<file path="src/core/pml_pkg.sv">
// package for the processor-bus memory latency controller
package pml_pkg;
   // access kinds seen on the bus and remembered for back-to-back choice
   typedef enum logic [2:0] {
      PML_IDLE,
      PML_BRD,
      PML_BWR,
      PML_SRD,
      PML_SWR
   } pml_kind_t;

   // target region of an access
   typedef enum logic [1:0] {
      PML_TGT_DRAM,
      PML_TGT_FLA,
      PML_TGT_FLB
   } pml_tgt_t;

   localparam int ADDR_W      = 36;
   localparam int ROW_LSB     = 12;
   localparam int BLK_BIT     = 5;
   localparam logic [35:0] RESET_VEC = 36'hFFFF00100;
   localparam logic [35:0] FLASH_BASE = 36'hFFF000000;
   localparam logic        STRAP_RST = 1'b1;  // bank b by default

   // first-beat counts, fast-page parts: idle, miss, hit
   localparam logic [7:0] FP_BRD_IDLE  = 8'h09;
   localparam logic [7:0] FP_BRD_MISS  = 8'h07;
   localparam logic [7:0] FP_BRD_HIT   = 8'h03;
   localparam logic [7:0] FP_BRDM_MISS = 8'h06;
   localparam logic [7:0] FP_BRDM_HIT  = 8'h02;
   localparam logic [7:0] FP_BWR_IDLE  = 8'h04;
   localparam logic [7:0] FP_BWR_MISS  = 8'h07;
   localparam logic [7:0] FP_BWR_HIT   = 8'h03;
   localparam logic [7:0] FP_SRD_IDLE  = 8'h09;
   localparam logic [7:0] FP_SRD_MISS  = 8'h08;
   localparam logic [7:0] FP_SRD_HIT   = 8'h06;
   localparam logic [7:0] FP_SWR_IDLE  = 8'h04;
   localparam logic [7:0] FP_SWR_MISS  = 8'h0C;
   localparam logic [7:0] FP_SWR_HIT   = 8'h0A;
   // first-beat counts, edo parts
   localparam logic [7:0] ED_BRD_IDLE  = 8'h08;
   localparam logic [7:0] ED_BRD_MISS  = 8'h05;
   localparam logic [7:0] ED_BRD_HIT   = 8'h02;
   localparam logic [7:0] ED_BRDM_MISS = 8'h04;
   localparam logic [7:0] ED_BRDM_HIT  = 8'h02;
   localparam logic [7:0] ED_BWR_IDLE  = 8'h04;
   localparam logic [7:0] ED_BWR_MISS  = 8'h04;
   localparam logic [7:0] ED_BWR_HIT   = 8'h03;
   localparam logic [7:0] ED_SRD_IDLE  = 8'h08;
   localparam logic [7:0] ED_SRD_MISS  = 8'h07;
   localparam logic [7:0] ED_SRD_HIT   = 8'h05;
   localparam logic [7:0] ED_SWR_IDLE  = 8'h04;
   localparam logic [7:0] ED_SWR_MISS  = 8'h09;
   localparam logic [7:0] ED_SWR_HIT   = 8'h07;
   // flash port counts
   localparam logic [7:0] FL_BEAT1     = 8'h44;
   localparam logic [7:0] FL_BEATN     = 8'h40;
   localparam logic [7:0] FL_BYTE      = 8'h14;
   localparam logic [7:0] FL_WR        = 8'h13;
endpackage

</file>
<file path="src/core/pml_ctrl.sv">
// processor-bus memory controller: beat timing, ecc, interleave, boot map
`timescale 1ns/1ps
module pml_ctrl
(
   input  wire logic                      mclk_i,
   input  wire logic                      rst_n_i,
   input  wire logic                      transfer_start_strobe_n_i,
   input  wire logic [pml_pkg::ADDR_W-1:0] addr_i,
   input  wire logic                      write_i,
   input  wire logic                      burst_i,
   input  wire logic                      one_byte_i,
   input  wire logic                      edo_mode_i,
   input  wire logic                      boot_bank_strap_i,
   input  wire logic [71:0]               rd_word_i,
   output logic                           address_acknowledge_n_o,
   output logic                           beat_o,
   output logic [63:0]                    rd_data_o,
   output logic                           ecc_single_o,
   output logic                           ecc_double_o,
   output logic                           block_b_o,
   output logic                           flash_b_o,
   output logic                           busy_o
);
   import pml_pkg::*;

   // pin inputs cross through three flops; second and third must agree
   logic [2:0] strap_sy;
   logic [2:0] edo_sy;
   logic       strap_q;       // filtered strap
   logic       edo_q;         // filtered timing mode
   logic       next_strap_q;
   logic       next_edo_q;

   always_comb
   begin
      // change counts only once the late pair agrees
      next_strap_q = (strap_sy[1] == strap_sy[2]) ? strap_sy[2] : strap_q;
      next_edo_q   = (edo_sy[1] == edo_sy[2]) ? edo_sy[2] : edo_q;
   end

   always_ff @(posedge mclk_i or negedge rst_n_i)
   begin
      if (!rst_n_i)
      begin
         strap_sy <= {3{STRAP_RST}};
         edo_sy   <= 3'h0;
         strap_q  <= STRAP_RST;
         edo_q    <= 1'b0;
      end
      else
      begin
         strap_sy <= {strap_sy[1:0], boot_bank_strap_i};
         edo_sy   <= {edo_sy[1:0], edo_mode_i};
         strap_q  <= next_strap_q;
         edo_q    <= next_edo_q;
      end
   end

   // ecc syndrome over the 72-bit span, hamming plus overall parity
   function automatic logic [7:0] pml_syn(input logic [71:0] w);
      logic [7:0] s;
      s = 8'h00;
      for (int i = 1; i < 72; i++)
         for (int b = 0; b < 7; b++)
            if (i[b])
               s[b] = s[b] ^ w[i];
      s[7] = ^w;
      return s;
   endfunction

   // first-beat count for the access kind, idle or back-to-back
   function automatic logic [7:0] pml_first(input logic edo,
      input pml_kind_t k, input pml_kind_t prev, input logic hit,
      input logic mis);
      logic [7:0] f;
      logic       b2b;
      b2b = (prev == k);
      f   = 8'h01;
      case (k)
         PML_BRD:
            if (!b2b)
               f = edo ? ED_BRD_IDLE : FP_BRD_IDLE;
            else if (mis)
               f = edo ? (hit ? ED_BRDM_HIT : ED_BRDM_MISS)
                       : (hit ? FP_BRDM_HIT : FP_BRDM_MISS);
            else
               f = edo ? (hit ? ED_BRD_HIT : ED_BRD_MISS)
                       : (hit ? FP_BRD_HIT : FP_BRD_MISS);
         PML_BWR:
            if (!b2b)
               f = edo ? ED_BWR_IDLE : FP_BWR_IDLE;
            else
               f = edo ? (hit ? ED_BWR_HIT : ED_BWR_MISS)
                       : (hit ? FP_BWR_HIT : FP_BWR_MISS);
         PML_SRD:
            if (!b2b)
               f = edo ? ED_SRD_IDLE : FP_SRD_IDLE;
            else
               f = edo ? (hit ? ED_SRD_HIT : ED_SRD_MISS)
                       : (hit ? FP_SRD_HIT : FP_SRD_MISS);
         PML_SWR:
            if (!b2b)
               f = edo ? ED_SWR_IDLE : FP_SWR_IDLE;
            else
               f = edo ? (hit ? ED_SWR_HIT : ED_SWR_MISS)
                       : (hit ? FP_SWR_HIT : FP_SWR_MISS);
         default:
            f = 8'h01;
      endcase
      return f;
   endfunction

   // gap before beat n (1..3) of a dram burst read
   function automatic logic [7:0] pml_gap(input logic edo,
      input logic mis, input logic [1:0] n);
      logic [7:0] g;
      g = 8'h01;
      if (!edo && !mis && n == 2'd2)
         g = 8'h02;
      else if (mis && n == 2'd1)
         g = edo ? 8'h02 : 8'h03;
      return g;
   endfunction

   typedef enum logic [1:0] {
      PML_S_IDLE,
      PML_S_WAIT
   } pml_state_t;

   pml_state_t                state, next_state;
   pml_kind_t                 kind, next_kind;    // current access
   pml_kind_t                 prev, next_prev;    // last dram kind
   pml_tgt_t                  tgt, next_tgt;
   logic [7:0]                cnt, next_cnt;      // clocks to next beat
   logic [1:0]                beat_n, next_beat_n;
   logic                      mis, next_mis;      // quad-word misaligned
   logic [ADDR_W-1:ROW_LSB]   page, next_page;    // open page
   logic                      page_ok, next_page_ok;
   logic                      address_acknowledge_n_n, next_address_acknowledge_n_n;
   logic                      beat, next_beat;
   logic                      blk, next_blk;
   logic                      flb, next_flb;
   logic [63:0]               rdat, next_rdat;
   logic                      e1, next_e1;
   logic                      e2, next_e2;
   logic                      bsy, next_bsy;      // access in flight
   logic                      start;
   logic                      hit;
   logic [7:0]                syn;
   logic [71:0]               fixw;

   assign start = !transfer_start_strobe_n_i;
   assign hit   = page_ok && (addr_i[ADDR_W-1:ROW_LSB] == page);
   assign syn   = pml_syn(rd_word_i);

   // flip the single bad bit; a double error is flagged, not fixed
   always_comb
   begin
      fixw = rd_word_i;
      if (syn[7] && syn[6:0] < 7'd72)
         fixw[syn[6:0]] = ~rd_word_i[syn[6:0]];
   end

   // sequencing: counts down clocks before each beat
   always_comb
   begin
      next_state   = state;
      next_kind    = kind;
      next_prev    = prev;
      next_tgt     = tgt;
      next_cnt     = cnt;
      next_beat_n  = beat_n;
      next_mis     = mis;
      next_page    = page;
      next_page_ok = page_ok;
      next_address_acknowledge_n_n  = 1'b1;
      next_beat    = 1'b0;
      next_blk     = blk;
      next_flb     = flb;
      next_rdat    = rdat;
      next_e1      = 1'b0;
      next_e2      = 1'b0;
      case (state)
         PML_S_IDLE:
            if (start)
            begin
               // a start is taken only here in idle; a start while busy is ignored
               next_kind   = burst_i ? (write_i ? PML_BWR : PML_BRD)
                                     : (write_i ? PML_SWR : PML_SRD);
               next_mis    = burst_i && (addr_i[4:3] != 2'b00);
               next_beat_n = 2'd0;
               next_address_acknowledge_n_n = 1'b0;
               next_state  = PML_S_WAIT;
               if (addr_i >= FLASH_BASE)
               begin
                  // reset vector lands in the strap-chosen bank
                  next_tgt = (addr_i == RESET_VEC)
                             ? (strap_q ? PML_TGT_FLB : PML_TGT_FLA)
                             : (addr_i[22] ? PML_TGT_FLA : PML_TGT_FLB);
                  next_flb = (next_tgt == PML_TGT_FLB);
                  // flash burst read 68 first, byte 20, write 19
                  next_cnt = (write_i ? FL_WR
                             : (one_byte_i && !burst_i) ? FL_BYTE : FL_BEAT1)
                             - 8'h01;
                  // bank a narrow and burst writes are taken: first beat after FL_WR, burst beats FL_BEATN apart
               end
               else
               begin
                  next_tgt     = PML_TGT_DRAM;
                  next_blk     = addr_i[BLK_BIT];
                  // the start edge is the first counted clock
                  next_cnt     = pml_first(edo_q, next_kind, prev,
                                           hit, next_mis) - 8'h01;
                  next_prev    = next_kind;
                  next_page    = addr_i[ADDR_W-1:ROW_LSB];
                  next_page_ok = 1'b1;
               end
            end
            else
               next_prev = PML_IDLE;  // idle gap ends back-to-back
         PML_S_WAIT:
            if (cnt <= 8'h01)
            begin
               next_beat = 1'b1;
               // read kind comes from the latched access, not the pin
               if (kind == PML_BRD || kind == PML_SRD)
               begin
                  next_rdat = fixw[63:0];
                  next_e1   = (tgt == PML_TGT_DRAM) && syn[7];
                  next_e2   = (tgt == PML_TGT_DRAM) && !syn[7]
                              && (syn[6:0] != 7'h00);
               end
               if ((kind != PML_BRD && kind != PML_BWR) || beat_n == 2'd3)
                  next_state = PML_S_IDLE;   // last beat frees the bus
               else
               begin
                  // reload on the beat edge itself so a gap of one works
                  next_beat_n = beat_n + 2'd1;
                  if (tgt != PML_TGT_DRAM)
                     next_cnt = FL_BEATN;
                  else if (kind == PML_BWR)
                     next_cnt = 8'h01;
                  else
                     next_cnt = pml_gap(edo_q, mis, beat_n + 2'd1);
               end
            end
            else
               next_cnt = cnt - 8'h01;
         default:
            next_state = PML_S_IDLE;
      endcase
      // busy leaves with the last beat so a pipelined start is taken next
      next_bsy = (next_state != PML_S_IDLE);
   end

   // state registers
   always_ff @(posedge mclk_i or negedge rst_n_i)
   begin
      if (!rst_n_i)
      begin
         state   <= PML_S_IDLE;
         kind    <= PML_IDLE;
         prev    <= PML_IDLE;
         tgt     <= PML_TGT_DRAM;
         cnt     <= 8'h00;
         beat_n  <= 2'd0;
         mis     <= 1'b0;
         page    <= '0;
         page_ok <= 1'b0;
         address_acknowledge_n_n  <= 1'b1;
         beat    <= 1'b0;
         blk     <= 1'b0;
         flb     <= 1'b0;
         rdat    <= 64'h0;
         e1      <= 1'b0;
         e2      <= 1'b0;
         bsy     <= 1'b0;
      end
      else
      begin
         state   <= next_state;
         kind    <= next_kind;
         prev    <= next_prev;
         tgt     <= next_tgt;
         cnt     <= next_cnt;
         beat_n  <= next_beat_n;
         mis     <= next_mis;
         page    <= next_page;
         page_ok <= next_page_ok;
         address_acknowledge_n_n  <= next_address_acknowledge_n_n;
         beat    <= next_beat;
         blk     <= next_blk;
         flb     <= next_flb;
         rdat    <= next_rdat;
         e1      <= next_e1;
         e2      <= next_e2;
         bsy     <= next_bsy;
      end
   end

   assign address_acknowledge_n_o = address_acknowledge_n_n;
   assign beat_o       = beat;
   assign rd_data_o    = rdat;
   assign ecc_single_o = e1;
   assign ecc_double_o = e2;
   assign block_b_o    = blk;
   assign flash_b_o    = flb;
   assign busy_o       = bsy;

   // counts are exact here and in the bench checks
   chk_beat_after_wait: assert property (@(posedge mclk_i)
      disable iff (!rst_n_i)
      (state == PML_S_WAIT && cnt <= 8'h01) |=> beat)
      else $error("beat missing after count expiry");
   chk_ack_on_start: assert property (@(posedge mclk_i)
      disable iff (!rst_n_i)
      (state == PML_S_IDLE && start) |=> !address_acknowledge_n_n)
      else $error("no address acknowledge");
   chk_vec_bank: assert property (@(posedge mclk_i)
      disable iff (!rst_n_i)
      (state == PML_S_IDLE && start && addr_i == RESET_VEC)
      |=> (flb == strap_q))
      else $error("reset vector bank wrong");
   chk_flash_first: assert property (@(posedge mclk_i)
      disable iff (!rst_n_i)
      (state == PML_S_IDLE && start && addr_i >= FLASH_BASE
       && !write_i && !one_byte_i) |=> (cnt == FL_BEAT1 - 8'h01))
      else $error("flash first beat count");
   chk_flash_wr: assert property (@(posedge mclk_i)
      disable iff (!rst_n_i)
      (state == PML_S_IDLE && start && addr_i >= FLASH_BASE && write_i)
      |=> (cnt == FL_WR - 8'h01))
      else $error("flash write count");
   chk_idle_edo_rd: assert property (@(posedge mclk_i)
      disable iff (!rst_n_i)
      (state == PML_S_IDLE && start && addr_i < FLASH_BASE && edo_q
       && !write_i && prev == PML_IDLE) |=> (cnt == ED_BRD_IDLE - 8'h01))
      else $error("edo idle read count");
   chk_idle_fp_wr: assert property (@(posedge mclk_i)
      disable iff (!rst_n_i)
      (state == PML_S_IDLE && start && addr_i < FLASH_BASE && !edo_q
       && write_i && prev == PML_IDLE) |=> (cnt == FP_BWR_IDLE - 8'h01))
      else $error("fast-page idle write count");
   chk_ecc_excl: assert property (@(posedge mclk_i)
      disable iff (!rst_n_i)
      !(e1 && e2))
      else $error("both ecc flags set");
   chk_blk_sel: assert property (@(posedge mclk_i)
      disable iff (!rst_n_i)
      (state == PML_S_IDLE && start && addr_i < FLASH_BASE)
      |=> (blk == $past(addr_i[BLK_BIT])))
      else $error("interleave block wrong");
   cov_burst: cover property (@(posedge mclk_i) beat && beat_n == 2'd3);
   cov_hit: cover property (@(posedge mclk_i)
      state == PML_S_IDLE && start && hit);
   cov_flash: cover property (@(posedge mclk_i) beat && tgt != PML_TGT_DRAM);
endmodule

</file>
<file path="config.mk">
export PLATFORM = sky130hd
export DESIGN_NAME = pml_ctrl
export DESIGN_NICKNAME = d
export VERILOG_FILES = /design/src/core/pml_pkg.sv /design/src/core/pml_ctrl.sv
export SDC_FILE = /design/constraint.sdc
export NUM_CORES = 1
export LEC_CHECK = 0
export BUFFER_PORTS_ARGS = -buffer_cell sky130_fd_sc_hd__buf_2
export CORE_ASPECT_RATIO = 1.4
export CORE_MARGIN = 5
export CORE_UTILIZATION = 30
export CTS_CLUSTER_DIAMETER = 60
export CTS_CLUSTER_SIZE = 30
export DETAILED_ROUTE_END_ITERATION = 12
export HOLD_SLACK_MARGIN = 0.15
export PLACE_DENSITY = 0.5
export RECOVER_POWER = 25
export SLEW_MARGIN = 5
export SYNTH_ARGS = -nofsm -noshare
export SYNTH_HDL_FRONTEND = slang
export SYNTH_SLANG_ARGS = --single-unit
</file>
<file path="constraint.sdc">
create_clock -name mclk_i -period 2.8 [get_ports mclk_i]
set_input_delay 0.42 -clock mclk_i [delete_from_list [all_inputs] [get_ports mclk_i]]
set_output_delay 0.42 -clock mclk_i [all_outputs]
set_load 0.1 [all_outputs]
</file>
==> impl_metrics.json <==
{
  "status": "finished with violations",
  "violations": "max-capacitance violations, max-slew violations, negative setup slack",
  "antenna_found_initial": 1,
  "die_w_um": 155,
  "first_pass_iters": 5,
  "grt_pass1_wl_um": 52800,
  "crit_family": "XOR/XNOR gates",
  "grt_pass1_vias": 9227,
  "syn_area_mm2": 0.00880,
  "fin_crit_sh_pct": 125,
  "tns_ps": -41250,
  "path_class": "primary input to register",
  "synth_seq_cells": 125,
  "die-height_um": 213,
  "synth_seq_area_share_pct": 35.6,
  "dr.first_iter.drc_count": 375,
  "cts_sinks": 125,
  "tightest_slew_ps": 1770,
  "synth_top_area_cell": "dfrtp_1",
  "layout_common_cells": "buf_4, buf_2, dfrtp_1, nor2_1, xnor2_1",
  "start_util_pct": 30.3,
  "cts_max_level": 4,
  "end_kind": "register",
  "hold_class": "primary input to register",
  "path_cells": "buf_8, xor2_4, xnor2_2, xnor3_1, buf_4, xnor3_2, nor3_4, or2_4, buf_6, a32oi_2, a31oi_1, or4_4, buf_6, buf_16, buf_4, nand3_2, a22oi_2",
  "grt_max_degree": 129,
  "port_buffers": 186,
  "start_kind": "primary input",
  "gp_congestion": 0.945,
  "via_count": 8733,
  "areaGrowthSynthToFinish_pct": 53.1,
  "track_usage_pct": 21.0,
  "critical_path_arrival_ps": 3810,
  "drive_above_1_share_pct": 43.0,
  "fin_skew_ps": 15.0,
  "drcViolationCount": 0,
  "critical_path_buf_inv_count": 6,
  "drt-total-wl_um": 34900,
  "clk_latency_ps": 430,
  "setup_slack_ps": -708,
  "cts_made_buffers": 17,
  "core.rowCount": 74,
  "ys_warn_count": 0,
  "ys_async_sr_fraction_pct": 100,
  "startpoint": "rd_word_i[3]",
  "cts-root-buf": "clkbuf_16",
  "yosysTopAreaCellShare_pct": 34.1,
  "wl_per_cell_um": 20.0,
  "ys_types": 74,
  "path_clk_slew_ps": 70,
  "r2r-start": "page[33]$_DFFE_PN0P_",
  "required_ps": 3100,
  "syn_area_per_cell_um2": 9.21,
  "core_mm2": 0.0291,
  "overflow": 0,
  "maxCapViolCount": 1,
  "timing.hold.ws_ps": 239,
  "fillCellCount": 2860,
  "final_common_cell": "buf_4",
  "setup_viol": 72,
  "rsz0062_at_grt": "yes",
  "preCtsSetupSlack_ps": -1290,
  "syn_nets": 1085,
  "vias_per_cell": 4.99,
  "fin_nets": 1487,
  "ant_nets": 0,
  "final_util_pct": 46.3,
  "dp_hpwl_um": 27000,
  "crit_slowest_cell": "or4_4",
  "fin_crit_ps": 3510,
  "hold_viol_final": 0,
  "yosys_most_used_dff": "dfrtp_1",
  "min_from": "transfer_start_strobe_n_i",
  "synth.area.top_cells": "dfrtp_1, xnor2_1, mux2i_1, nor2_1, a22o_1",
  "slew_viol_final": 29,
  "cts.path.max_buffers": 2,
  "io_pins": 187,
  "critPathMaxFanout": 8,
  "fp.dieArea_mm2": 0.0329,
  "cts_tree": "built",
  "max_freq_ghz": 0.285,
  "syn_inst": 955,
  "synth_edf_count": 0,
  "maxSlewHeadroom_pct": -18.1,
  "slowest_delay_ps": 610
}
==> metrics by stage <==
stage	instances	instance area, um^2
6_report	1751	13500
5_1_grt	1750	13500
4_1_cts	1740	13200
3_5_place_dp	1693	11900
3_3_place_gp	1693	11900
2_1_floorplan	955	8980
==> area by class of cell <==
| cell class | count | area (um^2) | area share [%] |
|---|---|---|---|
| diodes | 1 | 2.50 | 0.0186 |
| clock buffers | 19 | 433 | 3.21 |
| clock inverters | 13 | 203 | 1.50 |
| inverters | 22 | 86.3 | 0.641 |
| multi-input cells | 756 | 6020 | 44.7 |
| flip-flops and latches | 125 | 3130 | 23.3 |
| well taps | 380 | 475 | 3.53 |
| repair buffers | 435 | 3110 | 23.1 |
==> worst paths after layout <==
kind	slack, ps	endpoint	cells after the start
min in group asynchronous	1020	rd_data_o[58]$_DFFE_PN0P_	2
min	240	prev[2]$_DFFE_PN0P_	2
max	-710	rd_data_o[62]$_DFFE_PN0P_	17
min reg2reg	350	edo_sy[1]$_DFF_PN0_	0
max in group asynchronous	470	rd_data_o[47]$_DFFE_PN0P_	3
max reg2reg	-420	cnt[4]$_DFFE_PN0P_	14
==> registers in the layout, summed over array words and instances, names as in the netlist, 2 cells and up <==
| name | flops |
|---|---|
| beat_n | 2 |
| cnt | 8 |
| edo_sy | 3 |
| kind | 3 |
| page | 24 |
| prev | 3 |
| rd_data_o | 64 |
| state | 2 |
| strap_sy | 3 |
| tgt | 2 |
==> logic make-up after synthesis <==
family                   Yosys count  synth area share [%]
flip-flops                       125                  35.6
other                              1                0.0426
multiplexers                      66                  7.88
AND/OR/NAND/NOR                  299                  16.2
buffers and inverters             74                  3.81
adder cells (fa/ha/maj)           16                  2.22
XOR/XNOR                         161                  18.2
AO/OA/AOI/OAI                    213                  16.0
==> cell usage after synthesis, types with 3 or more instances <==
cell type,n
o211ai_1,8
and3_1,3
nor2_1,99
nor2b_1,9
o211a_1,3
dfstp_2,5
a22oi_1,14
nor3b_1,3
a21oi_1,55
o21ai_1,33
a22o_1,36
inv_1,22
nand2_1,80
xnor3_1,9
o221ai_1,5
o21ai_0,24
nor4_1,9
nor3_1,14
xnor2_1,112
xor2_1,35
a221oi_1,4
nand4_1,39
clkbuf_1,40
nand2b_1,6
mux2_2,26
and2_1,7
buf_2,4
buf_6,7
mux2i_1,40
dfrtp_1,120
nand3_1,14
ha_1,14
==> worst reg2reg max path: cells and delay by family (launching register included) <==
kind            cells  cell delay (ps)
flops               1              410
simple gates        5             1000
compound gates      6             1120
fa+ha+maj           2              420
xor+xnor            1              160
==> metal layers <==
layer	part of all wire, %	track usage [%]	vias to the layer above	routed length, um
met5	0	0	-	0
met4	5.3	10.5	0	1870
met3	4.9	4.15	86	1700
met2	52	38.4	294	18300
met1	37	23.0	4163	13100
li1	-	-	4190	-
==> what timing repair did <==
action	CTS	global route
pin swaps	39	28
endpoints found under the hold margin	27	0
cloned	3	3
resized for setup	85	47
setup endpoints to repair	73	73
hold buffers	3	0
setup buffers	15	11
Power is not shown: default switching activity piles up to over one toggle a cycle in this logic, so the estimate is an artifact.
